**config.mk**
```make
export PLATFORM = sky130hd
export DESIGN_NAME = jlss_top
export DESIGN_NICKNAME = d
export VERILOG_FILES = /design/src/jlss_pkg.sv /design/src/jlss_skid.sv /design/src/jlss_top.sv
export SDC_FILE = /design/constraint.sdc
export NUM_CORES = 1
export LEC_CHECK = 0
export ABC_AREA = 1
export BUFFER_PORTS_ARGS = -buffer_cell sky130_fd_sc_hd__buf_2
export CAP_MARGIN = 5
export CELL_PAD_IN_SITES_DETAIL_PLACEMENT = 0
export CELL_PAD_IN_SITES_GLOBAL_PLACEMENT = 1
export CORE_MARGIN = 5
export CORE_UTILIZATION = 45
export DETAILED_ROUTE_END_ITERATION = 8
export MAX_ROUTING_LAYER = met4
export PLACE_DENSITY = 0.94
export SLEW_MARGIN = 20
export SYNTH_ARGS = -nofsm -noshare
export SYNTH_HDL_FRONTEND = slang
export SYNTH_SLANG_ARGS = --single-unit
```
**constraint.sdc**
```tcl
create_clock -name CLOCK_IN -period 13.04 [get_ports CLOCK_IN]
set_clock_uncertainty 0.1 [all_clocks]
set_input_delay 2.608 -clock CLOCK_IN [delete_from_list [all_inputs] [get_ports CLOCK_IN]]
set_output_delay 2.608 -clock CLOCK_IN [all_outputs]
set_load 0.005 [all_outputs]
```
**src/jlss_pkg.sv**
```systemverilog
package jlss_pkg;
   // -----------------------------------------------------------------------
   // Register map (word aligned byte addresses)
   // -----------------------------------------------------------------------
   localparam logic [7:0] ADDR_CTRL = 8'h00;
   localparam logic [7:0] ADDR_IDS = 8'h04;
   localparam logic [7:0] ADDR_STATUS = 8'h08;
   localparam logic [7:0] ADDR_CFG0 = 8'h0c;
   localparam logic [7:0] ADDR_CFG1 = 8'h10;
   localparam logic [7:0] ADDR_CFG2 = 8'h14;
   localparam logic [7:0] ADDR_CHK = 8'h18;
   localparam logic [31:0] UNMAPPED_VAL = 32'hdeadbeef;

   // -----------------------------------------------------------------------
   // Control register fields
   // -----------------------------------------------------------------------
   localparam int CTRL_SCR_BIT = 0;
   localparam int CTRL_ALERT_BIT = 1;
   localparam int CTRL_TWO_LANE_BIT = 2;
   localparam int CTRL_SUBCL_LSB = 4;
   localparam int CTRL_K_LSB = 8;
   localparam int CTRL_TMO_LSB = 16;
   localparam logic [2:0] SUBCL_RESET = 3'h1;
   localparam logic [4:0] K_RESET = 5'h1f;
   localparam logic [7:0] TMO_RESET = 8'h04;
   localparam logic [7:0] DID_RESET = 8'h00;
   localparam logic [3:0] BID_RESET = 4'h0;

   // -----------------------------------------------------------------------
   // Fixed link parameters
   // -----------------------------------------------------------------------
   localparam logic [4:0] L1_ONE = 5'h00;
   localparam logic [4:0] L1_TWO = 5'h01;
   localparam logic [4:0] LID_B = 5'h01;
   localparam logic [7:0] F1_ONE = 8'h03;
   localparam logic [7:0] F1_TWO = 8'h01;
   localparam logic [7:0] M1_VAL = 8'h01;
   localparam logic [1:0] CS_VAL = 2'h1;
   localparam logic [4:0] N1_VAL = 5'h0d;
   localparam logic [4:0] NP1_VAL = 5'h0f;
   localparam logic [2:0] JESDV_VAL = 3'h1;
   localparam logic [4:0] S1_VAL = 5'h00;
   localparam logic HD_VAL = 1'b0;
   localparam logic [4:0] CF_VAL = 5'h00;

   // -----------------------------------------------------------------------
   // Sync timing
   // -----------------------------------------------------------------------
   localparam int SYNC_DETECT_LFC_EDGES = 5;
   localparam int OCTETS_PER_CYCLE = 1;

   // Link states.
   typedef enum logic [3:0] {
      JLSS_DATA = 4'b0001,
      JLSS_WAIT = 4'b0010,
      JLSS_CGS = 4'b0100,
      JLSS_HOLD = 4'b1000
   } jlss_link_t;
endpackage

```
**src/jlss_skid.sv**
```systemverilog
`timescale 1ns/1ps
`default_nettype none
// Two-entry buffer: a receiver stall never drops a word.
module jlss_skid #(
   parameter int W = 8
) (
   // Clock and reset
   input wire logic clk_in,
   input wire logic nrst_in,
   // Fill side
   input wire logic in_valid_in,
   output logic in_ready_out,
   input wire logic [W-1:0] in_data_in,
   // Drain side
   output logic out_valid_out,
   input wire logic out_ready_in,
   output logic [W-1:0] out_data_out
);
   logic [W-1:0] mem_r [2];
   logic rd_r;
   logic wr_r;
   logic [1:0] cnt_r;
   logic push;
   logic pop;

   // Handshakes are honest full and empty.
   assign in_ready_out = (cnt_r != 2'h2);
   assign out_valid_out = (cnt_r != 2'h0);
   assign push = in_valid_in && in_ready_out;
   assign pop = out_valid_out && out_ready_in;
   assign out_data_out = mem_r[rd_r];

   // Storage and pointers.
   always_ff @(posedge clk_in or negedge nrst_in) begin
      if (!nrst_in) begin
         mem_r[0] <= '0;
         mem_r[1] <= '0;
         rd_r <= 1'b0;
         wr_r <= 1'b0;
         cnt_r <= 2'h0;
      end else begin
         if (push) begin
            mem_r[wr_r] <= in_data_in;
            wr_r <= ~wr_r;
         end
         if (pop) begin
            rd_r <= ~rd_r;
         end
         cnt_r <= cnt_r + {1'b0, push} - {1'b0, pop};
      end
   end
endmodule // jlss_skid
`default_nettype wire

```
**src/jlss_top.sv**
```systemverilog
// Operation
// Receiver drives active-low sync request.
// Receiver must match all link parameters.
// Counts reported minus one, fixed values.
// Checksum is field sum modulo 256.
// Subclass 0 performs no clock alignment.
// Subclass 1 SYSREF rise resets frame timing.
// Alert mode ignores first SYSREF pulse.
// First pulse arms, next pulse resets.
// Timeout in multiframes disarms alert logic.
// Subclass 2 samples sync release edge.
// Subclass 2 release realigns frame clocks.
// Release resolved to one device clock.
// Identifiers and options software writable.
// Fixed control, density, version values reported.
// Sync detected fifth frame edge, K28.5 follows.
// Subclass 1 holds K28.5 to multiframe.
// Subclass 2 resets frame, multiframe clocks.
`timescale 1ns/1ps
`default_nettype none
module jlss_top #(
   parameter int FRAME_CYCLES = 4
) (
   // Clock and reset
   input wire logic CLOCK_IN,
   input wire logic NRST_IN,
   // Link pins
   input wire logic SYNC_N_IN,
   input wire logic SYSREF_IN,
   // Sample stream in
   input wire logic SAMPLE_VALID_IN,
   output logic SAMPLE_READY_OUT,
   input wire logic [7:0] SAMPLE_DATA_IN,
   // Lane octet stream out
   output logic LANE_VALID_OUT,
   input wire logic LANE_READY_IN,
   output logic [7:0] LANE_DATA_OUT,
   output logic LANE_K_OUT,
   // Timing markers
   output logic FRAME_START_OUT,
   output logic MFRAME_START_OUT,
   // Avalon-MM slave
   input wire logic [7:0] AVS_ADDRESS_IN,
   input wire logic AVS_READ_IN,
   input wire logic AVS_WRITE_IN,
   input wire logic [31:0] AVS_WRITEDATA_IN,
   input wire logic [3:0] AVS_BYTEENABLE_IN,
   output logic [31:0] AVS_READDATA_OUT,
   output logic AVS_WAITREQUEST_OUT
);
   initial begin
      if (FRAME_CYCLES < 1 || FRAME_CYCLES > 256) begin
         $error("FRAME_CYCLES out of range");
      end
   end

   // -----------------------------------------------------------------------
   // Pin synchronisers
   // -----------------------------------------------------------------------
   logic sync_m_r, sync_s_r, sync_d_r;
   logic sref_m_r, sref_s_r, sref_d_r;

   // Two flops before any logic; the third stage feeds edge detection.
   always_ff @(posedge CLOCK_IN or negedge NRST_IN) begin
      if (!NRST_IN) begin
         sync_m_r <= 1'b1;
         sync_s_r <= 1'b1;
         sync_d_r <= 1'b1;
         sref_m_r <= 1'b0;
         sref_s_r <= 1'b0;
         sref_d_r <= 1'b0;
      end else begin
         sync_m_r <= SYNC_N_IN;
         sync_s_r <= sync_m_r;
         sync_d_r <= sync_s_r;
         sref_m_r <= SYSREF_IN;
         sref_s_r <= sref_m_r;
         sref_d_r <= sref_s_r;
      end
   end

   // Edges are seen on one device clock edge, so resolution is one period.
   logic sync_rise, sref_rise;
   assign sync_rise = sync_s_r && !sync_d_r; // see
   assign sref_rise = sref_s_r && !sref_d_r;

   // -----------------------------------------------------------------------
   // Configuration registers
   // -----------------------------------------------------------------------
   logic scr_r, alert_r, two_lane_r;
   logic [2:0] subcl_r;
   logic [4:0] k1_r;
   logic [7:0] tmo_r, did_r;
   logic [3:0] bid_r;
   logic wr_hit;
   assign wr_hit = AVS_WRITE_IN;

   // Software writable link options, byte lane gated.
   always_ff @(posedge CLOCK_IN or negedge NRST_IN) begin
      if (!NRST_IN) begin
         scr_r <= 1'b0;
         alert_r <= 1'b0;
         two_lane_r <= 1'b1;
         subcl_r <= jlss_pkg::SUBCL_RESET;
         k1_r <= jlss_pkg::K_RESET;
         tmo_r <= jlss_pkg::TMO_RESET;
         did_r <= jlss_pkg::DID_RESET;
         bid_r <= jlss_pkg::BID_RESET;
      end else if (wr_hit && AVS_ADDRESS_IN == jlss_pkg::ADDR_CTRL) begin
         if (AVS_BYTEENABLE_IN[0]) begin
            scr_r <= AVS_WRITEDATA_IN[jlss_pkg::CTRL_SCR_BIT];
            alert_r <= AVS_WRITEDATA_IN[jlss_pkg::CTRL_ALERT_BIT];
            two_lane_r <= AVS_WRITEDATA_IN[jlss_pkg::CTRL_TWO_LANE_BIT];
            subcl_r <= AVS_WRITEDATA_IN[jlss_pkg::CTRL_SUBCL_LSB +: 3];
         end
         if (AVS_BYTEENABLE_IN[1]) begin
            k1_r <= AVS_WRITEDATA_IN[jlss_pkg::CTRL_K_LSB +: 5];
         end
         if (AVS_BYTEENABLE_IN[2]) begin
            tmo_r <= AVS_WRITEDATA_IN[jlss_pkg::CTRL_TMO_LSB +: 8];
         end
      end else if (wr_hit && AVS_ADDRESS_IN == jlss_pkg::ADDR_IDS) begin
         if (AVS_BYTEENABLE_IN[0]) begin
            did_r <= AVS_WRITEDATA_IN[7:0];
         end
         if (AVS_BYTEENABLE_IN[1]) begin
            bid_r <= AVS_WRITEDATA_IN[11:8];
         end
      end
   end

   // -----------------------------------------------------------------------
   // Link parameter fields and checksum
   // -----------------------------------------------------------------------
   logic [4:0] l1_val;
   logic [7:0] f1_val;
   logic [7:0] fchk;
   // Counts are reported as value minus one.
   assign l1_val = two_lane_r ? jlss_pkg::L1_TWO : jlss_pkg::L1_ONE;
   assign f1_val = two_lane_r ? jlss_pkg::F1_TWO : jlss_pkg::F1_ONE;

   // Checksum of lane zero; wraps naturally in eight bits.
   always_comb begin
      fchk = did_r + {4'h0, bid_r} + {7'h0, scr_r} + {3'h0, l1_val} + f1_val;
      fchk = fchk + {3'h0, k1_r} + jlss_pkg::M1_VAL + {6'h0, jlss_pkg::CS_VAL};
      fchk = fchk + {3'h0, jlss_pkg::N1_VAL} + {5'h0, subcl_r};
      fchk = fchk + {3'h0, jlss_pkg::NP1_VAL} + {5'h0, jlss_pkg::JESDV_VAL};
      fchk = fchk + {3'h0, jlss_pkg::S1_VAL} + {7'h0, jlss_pkg::HD_VAL};
      fchk = fchk + {3'h0, jlss_pkg::CF_VAL};
   end

   // -----------------------------------------------------------------------
   // Frame and multiframe timing
   // -----------------------------------------------------------------------
   logic [7:0] fcnt_r;
   logic [4:0] mcnt_r;
   logic frame_end, mf_end, clk_reset;
   logic armed_r;
   logic [7:0] arm_cnt_r;
   logic sref_align;
   assign frame_end = (fcnt_r == 8'(FRAME_CYCLES - 1));
   assign mf_end = frame_end && (mcnt_r == k1_r);

   // Alert mode: first pulse arms, a later pulse while armed aligns.
   assign sref_align = (subcl_r == 3'h1) && sref_rise && (!alert_r || armed_r);
   // Subclass 0 aligns nothing; subclass 2 aligns on sync release.
   assign clk_reset = sref_align || ((subcl_r == 3'h2) && sync_rise); // see

   // Local frame and multiframe counters.
   always_ff @(posedge CLOCK_IN or negedge NRST_IN) begin
      if (!NRST_IN) begin
         fcnt_r <= 8'h00;
         mcnt_r <= 5'h00;
      end else if (clk_reset) begin
         fcnt_r <= 8'h00; // see
         mcnt_r <= 5'h00;
      end else if (frame_end) begin
         fcnt_r <= 8'h00;
         mcnt_r <= mf_end ? 5'h00 : mcnt_r + 5'h01;
      end else begin
         fcnt_r <= fcnt_r + 8'h01;
      end
   end

   // Arm state with multiframe timeout.
   always_ff @(posedge CLOCK_IN or negedge NRST_IN) begin
      if (!NRST_IN) begin
         armed_r <= 1'b0;
         arm_cnt_r <= 8'h00;
      end else if (!alert_r || subcl_r != 3'h1) begin
         armed_r <= 1'b0;
         arm_cnt_r <= 8'h00;
      end else if (sref_rise) begin
         armed_r <= !armed_r;
         arm_cnt_r <= 8'h00;
      end else if (armed_r && mf_end) begin
         if (arm_cnt_r + 8'h01 >= tmo_r) begin
            armed_r <= 1'b0;
            arm_cnt_r <= 8'h00;
         end else begin
            arm_cnt_r <= arm_cnt_r + 8'h01;
         end
      end
   end

   // -----------------------------------------------------------------------
   // Synchronisation state machine
   // -----------------------------------------------------------------------
   jlss_pkg::jlss_link_t st_r;
   logic [2:0] low_edges_r;
   logic sync_low;
   assign sync_low = !sync_s_r;

   // Count frame clock edges while the request is held low.
   always_ff @(posedge CLOCK_IN or negedge NRST_IN) begin
      if (!NRST_IN) begin
         low_edges_r <= 3'h0;
      end else if (!sync_low) begin
         low_edges_r <= 3'h0;
      end else if (frame_end && low_edges_r != 3'(jlss_pkg::SYNC_DETECT_LFC_EDGES)) begin
         low_edges_r <= low_edges_r + 3'h1;
      end
   end

   logic detect;
   assign detect = sync_low && frame_end &&
      (low_edges_r == 3'(jlss_pkg::SYNC_DETECT_LFC_EDGES - 1));

   // Link state: data, wait for frame or multiframe boundary, code groups, hold.
   always_ff @(posedge CLOCK_IN or negedge NRST_IN) begin
      if (!NRST_IN) begin
         st_r <= jlss_pkg::JLSS_CGS;
      end else begin
         unique case (st_r)
            jlss_pkg::JLSS_DATA: begin
               if (detect) begin
                  st_r <= jlss_pkg::JLSS_CGS;
               end
            end
            jlss_pkg::JLSS_CGS: begin
               // The release edge shows up in the very cycle that ends CGS.
               if (!sync_low && subcl_r == 3'h2 && sync_rise) begin
                  st_r <= jlss_pkg::JLSS_HOLD;
               end else if (!sync_low) begin
                  st_r <= jlss_pkg::JLSS_WAIT;
               end
            end
            jlss_pkg::JLSS_WAIT: begin
               if (subcl_r == 3'h0 && frame_end) begin
                  st_r <= jlss_pkg::JLSS_DATA;
               end else if (subcl_r == 3'h2 && sync_rise) begin
                  st_r <= jlss_pkg::JLSS_HOLD;
               end else if (subcl_r != 3'h0 && mf_end) begin
                  st_r <= jlss_pkg::JLSS_DATA;
               end
            end
            jlss_pkg::JLSS_HOLD: begin
               if (mf_end) begin
                  st_r <= jlss_pkg::JLSS_DATA;
               end
            end
            default: st_r <= jlss_pkg::JLSS_CGS;
         endcase
      end
   end

   // -----------------------------------------------------------------------
   // Output path through two-entry buffer
   // -----------------------------------------------------------------------
   logic send_k, src_valid, src_ready;
   logic [8:0] src_word, out_word;
   assign send_k = (st_r != jlss_pkg::JLSS_DATA);
   // K28.5 is octet bc with the control flag set.
   assign src_word = send_k ? {1'b1, 8'hbc} : {1'b0, SAMPLE_DATA_IN};
   assign src_valid = send_k || SAMPLE_VALID_IN;
   assign SAMPLE_READY_OUT = src_ready && !send_k;

   jlss_skid #(
      .W(9)
   ) u_buf (
      .clk_in(CLOCK_IN),
      .nrst_in(NRST_IN),
      .in_valid_in(src_valid),
      .in_ready_out(src_ready),
      .in_data_in(src_word),
      .out_valid_out(LANE_VALID_OUT),
      .out_ready_in(LANE_READY_IN),
      .out_data_out(out_word)
   );
   assign LANE_DATA_OUT = out_word[7:0];
   assign LANE_K_OUT = out_word[8];

   // Registered timing markers.
   always_ff @(posedge CLOCK_IN or negedge NRST_IN) begin
      if (!NRST_IN) begin
         FRAME_START_OUT <= 1'b0;
         MFRAME_START_OUT <= 1'b0;
      end else begin
         FRAME_START_OUT <= frame_end || clk_reset;
         MFRAME_START_OUT <= mf_end || clk_reset;
      end
   end

   // -----------------------------------------------------------------------
   // Avalon read path, zero wait states
   // -----------------------------------------------------------------------
   assign AVS_WAITREQUEST_OUT = 1'b0;
   always_comb begin
      AVS_READDATA_OUT = 32'h0;
      unique case (AVS_ADDRESS_IN)
         jlss_pkg::ADDR_CTRL: AVS_READDATA_OUT = {8'h0, tmo_r, 3'h0, k1_r, 1'b0, subcl_r,
            1'b0, two_lane_r, alert_r, scr_r};
         jlss_pkg::ADDR_IDS: AVS_READDATA_OUT = {20'h0, bid_r, did_r};
         jlss_pkg::ADDR_STATUS: AVS_READDATA_OUT = {19'h0, mcnt_r, armed_r, 3'h0, st_r};
         jlss_pkg::ADDR_CFG0: AVS_READDATA_OUT = {3'h0, k1_r, f1_val, 3'h0, l1_val,
            8'h0};
         jlss_pkg::ADDR_CFG1: AVS_READDATA_OUT = {3'h0, jlss_pkg::NP1_VAL, 5'h0, subcl_r,
            3'h0, jlss_pkg::N1_VAL, jlss_pkg::CS_VAL, 6'h0};
         jlss_pkg::ADDR_CFG2: AVS_READDATA_OUT = {3'h0, jlss_pkg::CF_VAL, 7'h0,
            jlss_pkg::HD_VAL, 3'h0, jlss_pkg::S1_VAL, 5'h0, jlss_pkg::JESDV_VAL};
         jlss_pkg::ADDR_CHK: AVS_READDATA_OUT = {24'h0, fchk};
         default: AVS_READDATA_OUT = jlss_pkg::UNMAPPED_VAL;
      endcase
   end
endmodule // jlss_top
`default_nettype wire

```
Word level (Yosys, flattened, before mapping)
Index checks and enable logic that the tools add are counted.
{"block": "op_classes", "multipliers": 0, "reduce_logical": 47, "n_addsub": 17, "muxes": 33, "n_eq_ne": 23, "n_lt_le_gt_ge": 4, "n_div": 0, "shift": 0, "bitwise": 5}
{"cell": "one-hot mux 32 bit (7 select lines)", "n": 1}
{"cell": "2-to-1 mux 8 bit", "n": 6}
{"cell": "2-to-1 mux 9 bit", "n": 5}
{"cell": "adder 8 x 1 -> 8 bit (second input constant)", "n": 5}
{"cell": "2-to-1 mux 4 bit", "n": 7}
{"cell": "equality test 8 x 5 -> 1 bit (second input constant)", "n": 3}
{"cell": "logical AND 1 bit", "n": 20}
{"cell": "bitwise mux 18 bit", "n": 1}
{"cell": "adder 8 x 1 -> 8 bit", "n": 2}
{"cell": "adder 8 x 4 -> 8 bit (second input constant)", "n": 2}
{"cell": "equality test 8 x 4 -> 1 bit (second input constant)", "n": 2}
{"cell": "one-hot mux 4 bit (4 select lines)", "n": 1}
{"cell": "2-to-1 mux 5 bit", "n": 3}
{"cell": "demux 9 bit (select 1 bit)", "n": 1}
{"cell": "nonzero test 3 bit", "n": 3}
{"cell": "adder 8 x 2 -> 8 bit", "n": 1}
{"cell": "adder 8 x 3 -> 8 bit", "n": 1}
{"cell": "adder 8 x 4 -> 8 bit", "n": 1}
{"cell": "adder 8 x 5 -> 8 bit", "n": 1}
{"cell": "equality test 8 x 2 -> 1 bit (second input constant)", "n": 1}
{"cell": "equality test 8 x 3 -> 1 bit (second input constant)", "n": 1}
{"cell": "greater-or-equal comparator 8 bit", "n": 1}
{"cell": "zero test 8 bit", "n": 1}
{"cell": "AND reduction 2 bit", "n": 4}
{"cell": "other kinds (30)", "n": 55}
{"block": "totals", "elab_cells": 156, "input_bits": 60, "latch_bits": 0, "mem_bits_rw": 0, "register_bits": 90, "output_inout_bits": 46, "mem_bits_ro": 0, "mem_count": 0}

Depth between registers and ports, before layout
{"block": "logic_depth", "word_depth": 12, "mapped_depth": 15, "mapped_depth_nobuf": 15}

Hierarchy
Synthesis repeated with hierarchy kept, for this count alone.
{"block": "unflattened", "cells_unflattened": 749, "hier_area_um2": 5878.1}
{"module": "jlss_top", "area_each_um2": 4783.3, "n_inst": 1, "cells_per_inst": 612}
{"module": "jlss_skid", "area_each_um2": 1094.8, "n_inst": 1, "cells_per_inst": 137}

Worst setup path before layout
Ideal clock, no wire load.
{"block": "synth_path", "kind": "input to output", "startpoint": "input port AVS_ADDRESS_IN[7]", "endpoint": "output port AVS_READDATA_OUT[8]", "stages": 7, "path_slack_ps": 6883, "t_arrival_ps": 3449, "required_time_ps": 10332, "n_path_buf": 0, "cell_sequence": "nor2_2 nand3_2 nor2_2 inv_1 o21ai_0 a21oi_1 nand2_1"}
{"block": "synth_between", "elab_chain_len": 2, "word_cells_on_any_way": 8, "cone_classes": "6 x eq/ne; 1 x mux; 1 x reduce/logical"}
{"item": "from (decl)", "line_no": "jlss_top.sv:43", "rtl": "input wire logic [7:0] AVS_ADDRESS_IN,"}
{"item": "equality test 8 x 5 -> 1 bit, or another cell as far along", "line_no": "jlss_top.sv:310", "rtl": "unique case (AVS_ADDRESS_IN)"}
{"item": "one-hot mux 32 bit (7 select lines) (*)", "line_no": "jlss_top.sv:310"}
{"item": "to (decl)", "line_no": "jlss_top.sv:48", "rtl": "output logic [31:0] AVS_READDATA_OUT,"}
Mark *: on every way between the ends. The rest lies on a longest branch, timed or not.

Final worst setup path
{"block": "layout_path", "startpoint": "input port AVS_ADDRESS_IN[7]", "endpoint": "output port AVS_READDATA_OUT[27]"}
Same word-level chain as after synthesis.

==> flow_summary_export.csv <==
group,metric,value,unit
clock_network,cts.sinks,90,
clock_network,clock_latency,350,ps
synth,synth.distinct_cells,46,
timing,worst_pin_slew,932,ps
worst_setup_path,max_stage_delay,660,ps
synth,synth_area_leaders,"dfrtp_1 (33%), nand2_1 (11%), inv_1 (7.9%)",
timing,final.setup.worst_slack,6080,ps
place,pre_cts_slack,6090,ps
worst_setup_path,critical_path_arrival,4260,ps
timing,fin_crit_sh,0.534,
worst_setup_path,slowest_stage,"o21ai_2",
global_routing,antenna_found_initial,0,
worst_setup_path,worstSetupStartpointType,"primary input",
timing,min_period,6960,ps
synth,async_reset_ff_frac,1.00,
layout,syn_to_final_growth,14.4,%
synth,yosysMostFrequentCell,"nand2_1",
timing,max_freq,144,MHz
timing,holdWs,248,ps
layout,n_fill_cell,1219,
pwr,p_total,0.906,mW
global_routing,first_global_vias,4627,
timing,slew_viol_final,0,
worst_setup_path,r2r-start,"arm_cnt_r[0]",
min_path,whs_path_depth,0,
synth,netlist_instances,731,
min_path,hold_start,"sref_m_r",
synth,avgSynthCellArea,7.97,µm²
synth,synth_top_area_frac,0.335,
detailed_routing,vias,4916,
clock_network,post-cts-setup-buffer-count,0,
global_routing,grt_pass1_wl,22.4,mm
worst_setup_path,worst-setup-path-type,"primary input to output pin",
pwr,ir_drop,137,µV
detailed_routing,ant_nets,0,
timing,max_slew_margin,0.379,
detailed_routing,drtIter0Drc,289,
place,dp_hpwl,10.6,mm
timing,setup_viol,0,
worst_setup_path,crit_start,"AVS_ADDRESS_IN[7]",
clock_network,hold_buffers,0,
place,placed_cell_area,6370,µm²
synth,synth_commonest_cells,"nand2_1 (165), inv_1 (122), dfrtp_1 (78)",
min_path,hold_class,"flip-flop to flip-flop",
clock_network,path_clk_slew,70,ps
global_routing,grt_max_degree,74,
die,rows,41,
global_routing,grt-ovfl-total,0,
place,gp_congestion,0.867,
clock_network,tritoncts,"yes",
detailed_routing,avgViaCountPerCell,4.95,
clock_network,cts-htree-levels,3,
pwr,power_density,136,nW/µm²
clock_network,cts.path.max_buffers,2,
synth,synth_edf_count,0,
place,io_buffers,89,
die,die_x,124,µm
clock_network,cts_buffers,9,
synth,synth_seq_cells,90,
pwr,power.leakage,3.49,nW
layout,final_nets,919,
synth,seq_area_frac_synth,0.389,
detailed_routing,drc,0,
timing,rsz0062_at_grt,"no",
layout,num_antenna_cells,0,
clock_network,ctsRootBufferMaster,"clkbuf_16",
worst_setup_path,cp_max_fo,15,
synth,synth-main-ff-cell,"dfrtp_1",
die,start_util,0.460,
clock_network,post_cts_resized,0,
worst_setup_path,crit_chain,"buf_2, nor2_2, nand3_2, o21ai_2, nand2_1, inv_2, o21ai_0, buf_2",
layout,final_layout_size_suffix_gt1_frac,0.207,
die,die_area,15300,µm²
synth,ys_warn_count,0,
die,coreArea,12700,µm²
worst_setup_path,crit_path_end_kind,"output pin",
detailed_routing,avgRoutedWirePerCell,13.8,µm
timing,hold_viol,0,
detailed_routing,first_pass_iters,5,
global_routing,grt_util_all_layers,0.193,
job,drv_cap,0,
layout,final_cell_area,6670,µm²
synth,synth_area,5830,µm²
worst_setup_path,required,10330,ps
die,die_y,124,µm
timing,fin_setup_tns,0,ps
worst_setup_path,cp_common_cell,"buf_2",
die,ios,106,
detailed_routing,drt_wl_total,13.7,mm
worst_setup_path,reg2reg_depth,13,
synth,yosysTopAreaCell,"dfrtp_1",
run_status,outcome,"complete, no violations",
==> critical path: cells and delay by family <==
kind	cells	cell delay, ps
simple gates	3	480
compound gates	2	770
buf+inv	3	380
==> layout by cell type, fill, tap and decap left out, drive strengths merged <==
cell	count
o21ai	78
nand3	45
o21bai	2
conb	3
a21oi	26
o211ai	3
ha	33
dfstp	12
xnor2	9
o21a	3
buf	90
o22ai	1
dfrtp	78
nand3b	2
o2111ai	4
clkbuf	11
a31oi	2
fa	9
nand2	175
inv	129
xor2	5
nor3	11
a21o	1
clkinv	3
and3	1
nand4	13
or2	8
nor2	62
o221ai	3
==> power by group <==
part / switching (mW) / internal [mW] / leakage [nW]
Combinational: 0.169 / 0.104 / 2.23
Sequential: 0.0440 / 0.333 / 1.11
Clock: 0.114 / 0.142 / 0.147
==> metal layers <==
metal,GRT usage,part of all wire
met5,-,0
met4,0.0651,0.020
met3,0.0332,0.049
met2,0.297,0.47
met1,0.259,0.47
==> area by class of cell <==
class	instances	area [µm²]	area share
Multi-Input combinational cell	499	2950	0.442
Tap cell	172	215	0.0323
Clock inverter	5	43.8	0.00657
Sequential cell	90	2270	0.340
Timing Repair Buffer	90	455	0.0683
Clock buffer	11	253	0.0379
Inverter	127	482	0.0723
==> cells by family (layout without fill, tap and decap cells) <==
family / count (synthesis) / in the layout / share of synthesized area
buffers and inverters: 144 / 233 / 0.106
AND/OR/NAND/NOR: 317 / 317 / 0.256
adder cells (fa/ha/maj): 42 / 42 / 0.102
other: 1 / 3 / 0.000643
AO/OA/AOI/OAI: 123 / 123 / 0.125
XOR/XNOR: 14 / 14 / 0.0210
flip-flops: 90 / 90 / 0.389
==> flip-flops by register name (all words and copies together) (netlist names), 2 cells and up <==
signal	cells
arm_cnt_r	8
bid_r	4
did_r	8
fcnt_r	8
k1_r	5
low_edges_r	3
mcnt_r	5
st_r	4
subcl_r	3
tmo_r	8
u_buf.cnt_r	2
u_buf.mem_r	18
==> worst paths after layout <==
kind	to	slack [ps]
setup reg to reg	arm_cnt_r[7]	10510
max in group asynchronous	low_edges_r[1]	9650
setup / recovery	AVS_READDATA_OUT[27]	6080
hold reg to reg	sref_s_r	250
hold / removal	sref_s_r	250
min in group asynchronous	bid_r[2]	2020
==> stage by stage <==
step	instances	utilization
global route	994	0.526
global placement	978	0.503
detailed placement	978	0.503
CTS	994	0.526
finish	994	0.526
floorplan	733	-
(Power assumes the default switching activity.)
